File: src/shared/pcvb_pkg.sv
// Package of offsets, field positions, reset values and modes for the PWM channel block
package pcvb_pkg;
   // Register byte addresses
   localparam logic [7:0] ADDR_TSC     = 8'h00; // Timer status/control
   localparam logic [7:0] ADDR_CNT     = 8'h04; // Counter, read only
   localparam logic [7:0] ADDR_MOD_HI  = 8'h08; // Modulo high byte
   localparam logic [7:0] ADDR_MOD_LO  = 8'h0c; // Modulo low byte
   localparam logic [7:0] ADDR_CH_CTL  = 8'h10; // Channel mode
   localparam logic [7:0] ADDR_CHV_HI  = 8'h14; // Channel value high byte
   localparam logic [7:0] ADDR_CHV_LO  = 8'h18; // Channel value low byte
   localparam logic [7:0] ADDR_STATUS  = 8'h1c; // Block state, read only
   // Field positions in the status/control register
   localparam int TSC_CS_LSB   = 3;             // Clock source select, two bits
   localparam int TSC_CENTER_ALIGNED_PWM_BIT = 5;             // Center-aligned mode
   // Field positions in the status register
   localparam int ST_CHV_PEND  = 0;             // Channel word complete, waiting
   localparam int ST_CHV_HALF  = 1;             // One channel byte written
   localparam int ST_MOD_HALF  = 2;             // One modulo byte written
   localparam int ST_OUT       = 3;             // Channel output level
   localparam int ST_UP        = 4;             // Counting up
   // Reset values
   localparam logic [7:0]  TSC_RST  = 8'h00;
   localparam logic [15:0] MOD_RST  = 16'h0000;
   localparam logic [15:0] CHV_RST  = 16'h0000;
   localparam logic [15:0] CNT_FREE = 16'hffff;  // Free-running top count
   // Channel modes
   typedef enum logic [1:0] {
      PCVB_CH_OFF  = 2'b00,                     // No output function outside center-aligned mode
      PCVB_CH_OC   = 2'b01,                     // Output compare, toggle on match
      PCVB_CH_EDGE_ALIGNED_PWM = 2'b10,                     // Edge-aligned PWM
      PCVB_CH_RSV  = 2'b11                      // Treated as off
   } pcvb_ch_mode_t;
   // AXI responses
   localparam logic [1:0] RESP_OKAY   = 2'b00;
   localparam logic [1:0] RESP_SLVERR = 2'b10;
endpackage : pcvb_pkg

File: src/pcvb_byte_pair.sv
// Two-byte write coherency buffer: collects high and low bytes into one word
`timescale 1ns/1ps
module pcvb_byte_pair #(
   parameter int W = 16
) (
   input  wire logic         aclk,
   input  wire logic         aresetn,
   input  wire logic         ce,
   input  wire logic         wr_hi,
   input  wire logic         wr_lo,
   input  wire logic [7:0]   wbyte,
   input  wire logic         clr,
   input  wire logic         take,
   output logic [W-1:0]      word_r,
   output logic              half_r,
   output logic              full_r
);
   logic hi_seen_r;   // High byte captured
   logic lo_seen_r;   // Low byte captured

   // Byte capture; either byte order is accepted
   always_ff @(posedge aclk) begin
      if (!aresetn) begin
         word_r <= '0;
      end else if (ce && wr_hi) begin
         word_r[W-1:8] <= wbyte[W-9:0];
      end else if (ce && wr_lo) begin
         word_r[7:0] <= wbyte;
      end
   end

   // Pairing flags; a clear discards any half-written word
   always_ff @(posedge aclk) begin
      if (!aresetn) begin
         hi_seen_r <= 1'b0;
         lo_seen_r <= 1'b0;
         full_r    <= 1'b0;
      end else if (ce) begin
         if (clr) begin
            hi_seen_r <= 1'b0;
            lo_seen_r <= 1'b0;
            full_r    <= 1'b0;
         end else if ((wr_hi && lo_seen_r) || (wr_lo && hi_seen_r)) begin
            // Second byte completes the word
            hi_seen_r <= 1'b0;
            lo_seen_r <= 1'b0;
            full_r    <= 1'b1;
         end else begin
            if (wr_hi) hi_seen_r <= 1'b1;
            if (wr_lo) lo_seen_r <= 1'b1;
            // Completion wins over a take in the same cycle
            if (take) full_r <= 1'b0;
         end
      end
   end

   assign half_r = hi_seen_r | lo_seen_r;
endmodule : pcvb_byte_pair

File: src/pcvb_channel.sv
// PWM channel with double-buffered compare value, counter and AXI4-Lite registers
//
// Function
// - Edge PWM: load value at modulo-1 to modulo
// - Free-running counter: load at 0xfffe to 0xffff
// - Center PWM: load value at modulo-1 to modulo
// - Center PWM: value equals modulo gives 100%
// - Center PWM: value modulo-1 gives near 100%
// - Zero to nonzero waits for new period
// - Nonzero to zero finishes period with old duty
// - Control write in debug clears modulo half-write
// - Control write clears channel value half-write
// - Center: up to modulo, down to zero
// - Debug mode suspends all counting
// - Output compare: load at next counter change
`timescale 1ns/1ps
module pcvb_channel
   import pcvb_pkg::*;
(
   input  wire logic          aclk,
   input  wire logic          aresetn,
   input  wire logic          clk_en,
   input  wire logic          background_debug_mode,
   // AXI4-Lite slave
   input  wire logic [7:0]    s_axi_awaddr,
   input  wire logic          s_axi_awvalid,
   output logic               s_axi_awready,
   input  wire logic [31:0]   s_axi_wdata,
   input  wire logic [3:0]    s_axi_wstrb,
   input  wire logic          s_axi_wvalid,
   output logic               s_axi_wready,
   output logic [1:0]         s_axi_bresp,
   output logic               s_axi_bvalid,
   input  wire logic          s_axi_bready,
   input  wire logic [7:0]    s_axi_araddr,
   input  wire logic          s_axi_arvalid,
   output logic               s_axi_arready,
   output logic [31:0]        s_axi_rdata,
   output logic [1:0]         s_axi_rresp,
   output logic               s_axi_rvalid,
   input  wire logic          s_axi_rready,
   // Channel pin
   output logic               ch_out
);
   import pcvb_pkg::*;

   // Bus-side state
   logic [7:0]    aw_addr_r;        // Held write address
   logic          aw_have_r;        // Write address taken
   logic [31:0]   w_data_r;         // Held write data
   logic          w_strb0_r;        // Low byte lane enabled
   logic          w_have_r;         // Write data taken
   logic          wr_go;            // Both halves present, execute write
   logic          wr_hit;           // Address maps to a register
   // Registers
   logic [7:0]    timer_status_control_r;
   logic [1:0]    ch_mode_r;        // Channel mode field
   logic [15:0]   counter_modulo_word_r;
   logic [15:0]   channel_compare_word_r; // Active compare value
   logic [15:0]   cnt_r;            // Timer counter
   logic          up_r;             // Count direction, 1 is up
   logic          out_r;            // Channel output
   // Decoded control
   logic [1:0]    clock_source_select;
   logic          center_aligned_pwm;
   logic          edge_aligned_pwm;
   logic          tick;             // Counter steps this cycle
   logic [15:0]   top;              // Effective top count
   logic          xfer_pt;          // Counter steps from top-1 to top
   // Write strobes into the pair buffers
   logic          wr_tsc;
   logic          wr_mod_hi;
   logic          wr_mod_lo;
   logic          wr_chv_hi;
   logic          wr_chv_lo;
   logic          mod_clr;
   logic          chv_take;
   logic [15:0]   mod_buf;
   logic          mod_half;
   logic          mod_full;
   logic [15:0]   chv_buf;
   logic          chv_half;
   logic          chv_full;
   logic [31:0]   rd_val;           // Read mux
   logic          rd_hit;

   assign clock_source_select = timer_status_control_r[TSC_CS_LSB +: 2];
   assign center_aligned_pwm  = timer_status_control_r[TSC_CENTER_ALIGNED_PWM_BIT];
   assign edge_aligned_pwm    = !center_aligned_pwm && (ch_mode_r == PCVB_CH_EDGE_ALIGNED_PWM);

   // Counting only with a clock source and outside debug mode
   assign tick = clk_en && (clock_source_select != 2'b00)
                 && !background_debug_mode;

   // Modulo 0 or 0xffff makes the counter free-running
   assign top = ((counter_modulo_word_r == 16'h0000) || (counter_modulo_word_r == CNT_FREE))
                ? CNT_FREE : counter_modulo_word_r;

   // Upward step from top-1 to top
   assign xfer_pt = tick && up_r && (cnt_r == top - 16'h0001);

   // ---------------- AXI4-Lite write path ----------------
   // Ready while the slot is empty and no response is pending;
   // low while frozen, so no item is handed over that would be lost
   assign s_axi_awready = clk_en && !aw_have_r && !s_axi_bvalid;
   assign s_axi_wready  = clk_en && !w_have_r && !s_axi_bvalid;
   assign wr_go         = clk_en && aw_have_r && w_have_r && !s_axi_bvalid;

   // Address and data may arrive in either order
   always_ff @(posedge aclk) begin
      if (!aresetn) begin
         aw_have_r <= 1'b0;
         w_have_r  <= 1'b0;
         aw_addr_r <= 8'h00;
         w_data_r  <= 32'h0000_0000;
         w_strb0_r <= 1'b0;
      end else if (clk_en) begin
         if (s_axi_awvalid && s_axi_awready) begin
            aw_have_r <= 1'b1;
            aw_addr_r <= s_axi_awaddr;
         end else if (wr_go) begin
            aw_have_r <= 1'b0;
         end
         if (s_axi_wvalid && s_axi_wready) begin
            w_have_r  <= 1'b1;
            w_data_r  <= s_axi_wdata;
            w_strb0_r <= s_axi_wstrb[0];
         end else if (wr_go) begin
            w_have_r <= 1'b0;
         end
      end
   end

   // Address decode for writes; read-only registers accept and ignore
   always_comb begin
      wr_hit = 1'b1;
      if (aw_addr_r == ADDR_TSC) begin
         wr_hit = 1'b1;
      end else if (aw_addr_r == ADDR_CNT || aw_addr_r == ADDR_STATUS) begin
         wr_hit = 1'b1;
      end else if (aw_addr_r == ADDR_MOD_HI || aw_addr_r == ADDR_MOD_LO) begin
         wr_hit = 1'b1;
      end else if (aw_addr_r == ADDR_CH_CTL) begin
         wr_hit = 1'b1;
      end else if (aw_addr_r == ADDR_CHV_HI || aw_addr_r == ADDR_CHV_LO) begin
         wr_hit = 1'b1;
      end else begin
         wr_hit = 1'b0;
      end
   end

   // Byte lane 0 carries every register; a write without it does nothing
   assign wr_tsc    = wr_go && w_strb0_r && (aw_addr_r == ADDR_TSC);
   assign wr_mod_hi = wr_go && w_strb0_r && (aw_addr_r == ADDR_MOD_HI);
   assign wr_mod_lo = wr_go && w_strb0_r && (aw_addr_r == ADDR_MOD_LO);
   assign wr_chv_hi = wr_go && w_strb0_r && (aw_addr_r == ADDR_CHV_HI);
   assign wr_chv_lo = wr_go && w_strb0_r && (aw_addr_r == ADDR_CHV_LO);

   // Write response, held until taken
   always_ff @(posedge aclk) begin
      if (!aresetn) begin
         s_axi_bvalid <= 1'b0;
         s_axi_bresp  <= RESP_OKAY;
      end else if (clk_en) begin
         if (wr_go) begin
            s_axi_bvalid <= 1'b1;
            s_axi_bresp  <= wr_hit ? RESP_OKAY : RESP_SLVERR;
         end else if (s_axi_bready) begin
            s_axi_bvalid <= 1'b0;
         end
      end
   end

   // ---------------- Control registers ----------------
   always_ff @(posedge aclk) begin
      if (!aresetn) begin
         timer_status_control_r <= TSC_RST;
         ch_mode_r              <= PCVB_CH_OFF;
      end else if (clk_en) begin
         if (wr_tsc) timer_status_control_r <= w_data_r[7:0];
         if (wr_go && w_strb0_r && aw_addr_r == ADDR_CH_CTL) ch_mode_r <= w_data_r[1:0];
      end
   end

   // Modulo half-write is dropped by a control write only in debug mode
   assign mod_clr = wr_tsc && background_debug_mode;

   pcvb_byte_pair #(.W(16)) u_mod_pair (
      .aclk    (aclk),
      .aresetn (aresetn),
      .ce      (clk_en),
      .wr_hi   (wr_mod_hi),
      .wr_lo   (wr_mod_lo),
      .wbyte   (w_data_r[7:0]),
      .clr     (mod_clr),
      .take    (mod_full),
      .word_r  (mod_buf),
      .half_r  (mod_half),
      .full_r  (mod_full)
   );

   // Modulo takes effect once the pair is complete
   always_ff @(posedge aclk) begin
      if (!aresetn) begin
         counter_modulo_word_r <= MOD_RST;
      end else if (clk_en && mod_full) begin
         counter_modulo_word_r <= mod_buf;
      end
   end

   // Any control write restarts channel value pairing
   pcvb_byte_pair #(.W(16)) u_chv_pair (
      .aclk    (aclk),
      .aresetn (aresetn),
      .ce      (clk_en),
      .wr_hi   (wr_chv_hi),
      .wr_lo   (wr_chv_lo),
      .wbyte   (w_data_r[7:0]),
      .clr     (wr_tsc),
      .take    (chv_take),
      .word_r  (chv_buf),
      .half_r  (chv_half),
      .full_r  (chv_full)
   );

   // Choose when a completed value moves into the active register
   always_comb begin
      chv_take = 1'b0;
      if (!chv_full) begin
         chv_take = 1'b0;
      end else if (clock_source_select == 2'b00) begin
         // Timer stopped: nothing to keep glitch-free
         chv_take = 1'b1;
      end else if (center_aligned_pwm || edge_aligned_pwm) begin
         chv_take = xfer_pt;
      end else if (ch_mode_r == PCVB_CH_OC) begin
         chv_take = tick;
      end else begin
         chv_take = clk_en;
      end
   end

   // Active compare value; changes only at the chosen point
   always_ff @(posedge aclk) begin
      if (!aresetn) begin
         channel_compare_word_r <= CHV_RST;
      end else if (clk_en && chv_take) begin
         channel_compare_word_r <= chv_buf;
      end
   end

   // ---------------- Counter ----------------
   // Up/down in center mode, wrapping up-count otherwise
   always_ff @(posedge aclk) begin
      if (!aresetn) begin
         cnt_r <= 16'h0000;
         up_r  <= 1'b1;
      end else if (tick) begin
         if (!center_aligned_pwm) begin
            up_r  <= 1'b1;
            cnt_r <= (cnt_r >= top) ? 16'h0000 : cnt_r + 16'h0001;
         end else if (up_r) begin
            if (cnt_r >= top) begin
               up_r  <= 1'b0;
               cnt_r <= cnt_r - 16'h0001;
            end else begin
               cnt_r <= cnt_r + 16'h0001;
            end
         end else begin
            if (cnt_r == 16'h0000) begin
               up_r  <= 1'b1;
               cnt_r <= 16'h0001;
            end else begin
               cnt_r <= cnt_r - 16'h0001;
            end
         end
      end
   end

   // ---------------- Channel output ----------------
   // Center: active below the value, set on the down match, cleared on the up match;
   // value equal to modulo never leaves the active band
   always_ff @(posedge aclk) begin
      if (!aresetn) begin
         out_r <= 1'b0;
      end else if (clk_en) begin
         if (center_aligned_pwm) begin
            out_r <= (channel_compare_word_r == top)
                     || (cnt_r < channel_compare_word_r);
         end else if (edge_aligned_pwm) begin
            out_r <= (cnt_r < channel_compare_word_r);
         end else if (ch_mode_r == PCVB_CH_OC) begin
            if (tick && cnt_r == channel_compare_word_r) out_r <= !out_r;
         end else begin
            out_r <= 1'b0;
         end
      end
   end

   assign ch_out = out_r;

   // ---------------- AXI4-Lite read path ----------------
   // Frozen block takes no read address
   assign s_axi_arready = clk_en && !s_axi_rvalid;

   // Read mux; narrow registers sit in the low bits
   always_comb begin
      rd_hit = 1'b1;
      rd_val = 32'h0000_0000;
      if (s_axi_araddr == ADDR_TSC) begin
         rd_val[7:0] = timer_status_control_r;
      end else if (s_axi_araddr == ADDR_CNT) begin
         rd_val[15:0] = cnt_r;
      end else if (s_axi_araddr == ADDR_MOD_HI) begin
         rd_val[7:0] = counter_modulo_word_r[15:8];
      end else if (s_axi_araddr == ADDR_MOD_LO) begin
         rd_val[7:0] = counter_modulo_word_r[7:0];
      end else if (s_axi_araddr == ADDR_CH_CTL) begin
         rd_val[1:0] = ch_mode_r;
      end else if (s_axi_araddr == ADDR_CHV_HI) begin
         rd_val[7:0] = channel_compare_word_r[15:8];
      end else if (s_axi_araddr == ADDR_CHV_LO) begin
         rd_val[7:0] = channel_compare_word_r[7:0];
      end else if (s_axi_araddr == ADDR_STATUS) begin
         rd_val[ST_CHV_PEND] = chv_full;
         rd_val[ST_CHV_HALF] = chv_half;
         rd_val[ST_MOD_HALF] = mod_half;
         rd_val[ST_OUT]      = out_r;
         rd_val[ST_UP]       = up_r;
      end else begin
         rd_hit = 1'b0;
      end
   end

   // Read data registered; held until rready
   always_ff @(posedge aclk) begin
      if (!aresetn) begin
         s_axi_rvalid <= 1'b0;
         s_axi_rdata  <= 32'h0000_0000;
         s_axi_rresp  <= RESP_OKAY;
      end else if (clk_en) begin
         if (s_axi_arvalid && s_axi_arready) begin
            s_axi_rvalid <= 1'b1;
            s_axi_rdata  <= rd_val;
            s_axi_rresp  <= rd_hit ? RESP_OKAY : RESP_SLVERR;
         end else if (s_axi_rready) begin
            s_axi_rvalid <= 1'b0;
         end
      end
   end
endmodule : pcvb_channel

File: config.mk
export PLATFORM = sky130hd
export DESIGN_NAME = pcvb_channel
export DESIGN_NICKNAME = d
export VERILOG_FILES = /design/src/shared/pcvb_pkg.sv /design/src/pcvb_byte_pair.sv /design/src/pcvb_channel.sv
export SDC_FILE = /design/constraint.sdc
export NUM_CORES = 1
export LEC_CHECK = 0
export BUFFER_PORTS_ARGS = -buffer_cell sky130_fd_sc_hd__buf_2
export CAP_MARGIN = 5
export CORE_ASPECT_RATIO = 0.8
export CORE_MARGIN = 4
export CORE_UTILIZATION = 35
export DETAILED_ROUTE_END_ITERATION = 10
export GPL_TIMING_DRIVEN = 0
export PLACE_DENSITY = 0.54
export SKIP_LAST_GASP = 1
export SLEW_MARGIN = 5
export SYNTH_ARGS = -nofsm -noshare
export SYNTH_HDL_FRONTEND = slang
export SYNTH_HIERARCHICAL = 1
export SYNTH_SLANG_ARGS = --single-unit
export TNS_END_PERCENT = 20
File: constraint.sdc
create_clock -name aclk -period 12.5 [get_ports aclk]
set_clock_uncertainty 0.1 [all_clocks]
set_input_delay 2.5 -clock aclk [delete_from_list [all_inputs] [get_ports aclk]]
set_output_delay 2.5 -clock aclk [all_outputs]
set_load 0.05 [all_outputs]
==> results_dict.tcl <==
set metrics [dict create \
    antenna_found_initial 0 \
    clock-sinks 137 \
    via_per_inst 5.612 \
    io_pins 103 \
    die-area_sq_mm 0.02725 \
    tightest_slew_ps 981.0 \
    ys_top_cells_by_count "159 x nand2_1, 137 x dfxtp_1, 104 x a21oi_1" \
    synthesis.area_sq_mm 0.008631 \
    root_buffer "clkbuf_16" \
    fmaxAchievable_mhz 154.2 \
    netlist-cell-type-count 73 \
    ys_seq_area_share_pct 31.78 \
    grtUsageMet2_pct 32.29 \
    synthArstFlopShare_pct 0 \
    outcome "finished clean" \
    leakage_nw 3.874 \
    fin_cells 1539 \
    antenna_cells 0 \
    finalWorstSetupSlack_ps 6014 \
    dieHeight_um 148.5 \
    synthFlopType "dfxtp_1" \
    die_w_um 183.6 \
    fill_cells 2539 \
    place_inst 1507 \
    ff2ff_setup_slack_ps 6510 \
    grt_pass1_vias 8018 \
    required_ps 9900 \
    grt.busiest_layer "met1" \
    start_util_pct 35.50 \
    yosys_warnings 6 \
    cts_setup_buffers 0 \
    crit_path_frequent_cell "buf_2" \
    cts_tree "built" \
    final-hold-violation-count 0 \
    place_ws_ps 5947 \
    cts_max_level 4 \
    drtIter0Drc 1067 \
    ctsResizeCount 0 \
    synth_top_cell_area_share_pct 31.78 \
    numCtsBuffers 17 \
    synth_enable_flop_cells 0 \
    crit_path_end_kind "output port" \
    cp_max_fo 15 \
    finalSetupViolCount 0 \
    first_pass_iters 5 \
    clockBufferDepth 2 \
    crit_chain "buf_2 -> clkbuf_1 -> nand2b_1 -> nor2_1 -> buf_2" \
    overflow 0 \
    post-route-period-util_pct 51.89 \
    antenna_left 0 \
    cp_slowest_cell "clkbuf_1" \
    ir_drop_mv 0.08581 \
    max_cap_violations 0 \
    rsz0062_at_grt "false" \
    postCtsHoldBufs 0 \
    hold_class "register to register" \
    grt_util_all_layers_pct 22.16 \
    drc_errors 0 \
    ys_ff_latch 137 \
    dpl.hpwl_um 22990 \
    powerDensity_mw_per_mm2 109.6 \
    drive_gt1_share_pct 13.76 \
    path_class "input pin to output port" \
    path_buf_inv 3 \
    drt-wirelength-per-cell_um 19.96 \
    routed_wl_um 30710 \
    vias 8637 \
    critPathTopFamily "buffers and inverters" \
    grt_first_pass_wirelength_um 46940 \
    clk_pin_slew_worst_paths_ps 70 \
    arrival_ps 3890 \
    yosysTopAreaCell "dfxtp_1" \
    setup_tns_ps 0 \
    maxSlewViolCount 0 \
    fin_nets 1305 \
    synth_most_common_cell "nand2_1" \
    worstSkewPairLatency_ps 420 \
    period_minus_slack_ps 6486 \
    use_met1_pct 33.01 \
    use_met3_pct 6.186 \
    syn_to_final_growth_pct 15.74 \
    core_region_area_sq_mm 0.02431 \
    place.gp.congestion 0.9627 \
    port_buffers 57 \
    num_rows 51 \
    syn_avg_cell_area_sq_um 7.741 \
    syn_inst 1115 \
    slew_headroom_pct 34.60 \
    synth.area.top_cells "dfxtp_1 32%, nand2_1 6.9%, a21oi_1 6.0%" \
    cp-start-kind "input pin" \
    power.total_mw 1.095 \
    grt_max_degree 17 \
    hold_slack_ps 355.7 \
    critical_path.max_stage_delay_ps 510 \
]
-- registers in the layout, indices dropped and copies added, names as in the netlist, 2 cells and up --
signal,count
w_data_r,8
channel_compare_word_r,16
u_chv_pair/word_r,16
counter_modulo_word_r,16
cnt_r,16
ch_mode_r,2
timer_status_control_r,8
s_axi_rdata,16
aw_addr_r,8
u_mod_pair/word_r,16
-- metal layers --
metal	share of wire [%]	vias to the layer above
li1	-	4159
met1	46	4044
met2	41	415
met3	12	19
met4	0.77	0
met5	0	-
-- kinds of logic after synthesis --
kind of cell / synth area share [%]
adders and majority gates: 5.219
xor gates and xnor gates: 3.958
buffers and inverters: 7.886
AOI/OAI and AO/OA: 22.88
other: 0.04345
muxes: 3.624
and+or+nand+nor: 24.62
DFF: 31.78
-- worst reg2reg max path, cell delays in order (launching register included) --
cell      delay [ps]
dfxtp_1          320
clkbuf_1         570
nand4_1          250
nor4_4           630
a21o_1           140
buf_4            180
clkbuf_1         460
clkbuf_1         430
nor2_1            80
ha_1             310
a21o_1           160
a21o_1           170
a21o_1           180
a211oi_1         410
o211a_1          220
clkbuf_1         400
nor2_1           340
a221oi_1         370
o41ai_1          130
-- power by group --
group          leakage (nW)  internal (mW)  switching, mW
clock network         0.293          0.305          0.227
logic                  2.47         0.0327         0.0766
registers              1.11          0.443         0.0104
total                  3.87          0.781          0.314
-- final timing paths --
path | startpoint | depth (start not counted) | to
max reg2reg | counter_modulo_word_r[3]$_SDFFE_PN0P_ | 18 | cnt_r[9]$_SDFFE_PN0P_
max | clk_en | 5 | s_axi_wready
min | s_axi_rdata[15]$_SDFFE_PN0P_ | 2 | s_axi_rdata[15]$_SDFFE_PN0P_
min reg2reg | s_axi_rdata[15]$_SDFFE_PN0P_ | 2 | s_axi_rdata[15]$_SDFFE_PN0P_
-- metrics by stage --
step | cell area, sq um | util (%)
global route | 9990 | 41.09
global placement | 9378 | 38.57
finish | 9990 | 41.09
detailed placement | 9378 | 38.57
CTS | 9985 | 41.07
floorplan | 8695 | -
-- layout by cell type, fill, tap and decap left out, drive strengths merged, types with 36 or more instances in the layout --
master  count
nand2     159
o21ai      49
buf       104
clkbuf     77
dfxtp     137
a21oi     106
ha         36
inv        41
nand3      57
nor2       81
-- layout make-up --
type	count	area [sq um]	share of cell area (%)
timing repair buffer	57	285.3	2.856
sequential	137	2743	27.45
multi-input combinational	857	5276	52.82
clock buffer	18	429.2	4.296
tap	318	397.9	3.983
inverter	32	120.1	1.202
buffer	106	560.5	5.611
clock inverter	14	177.7	1.779
Note: power is estimated with default switching activity, not from simulation.
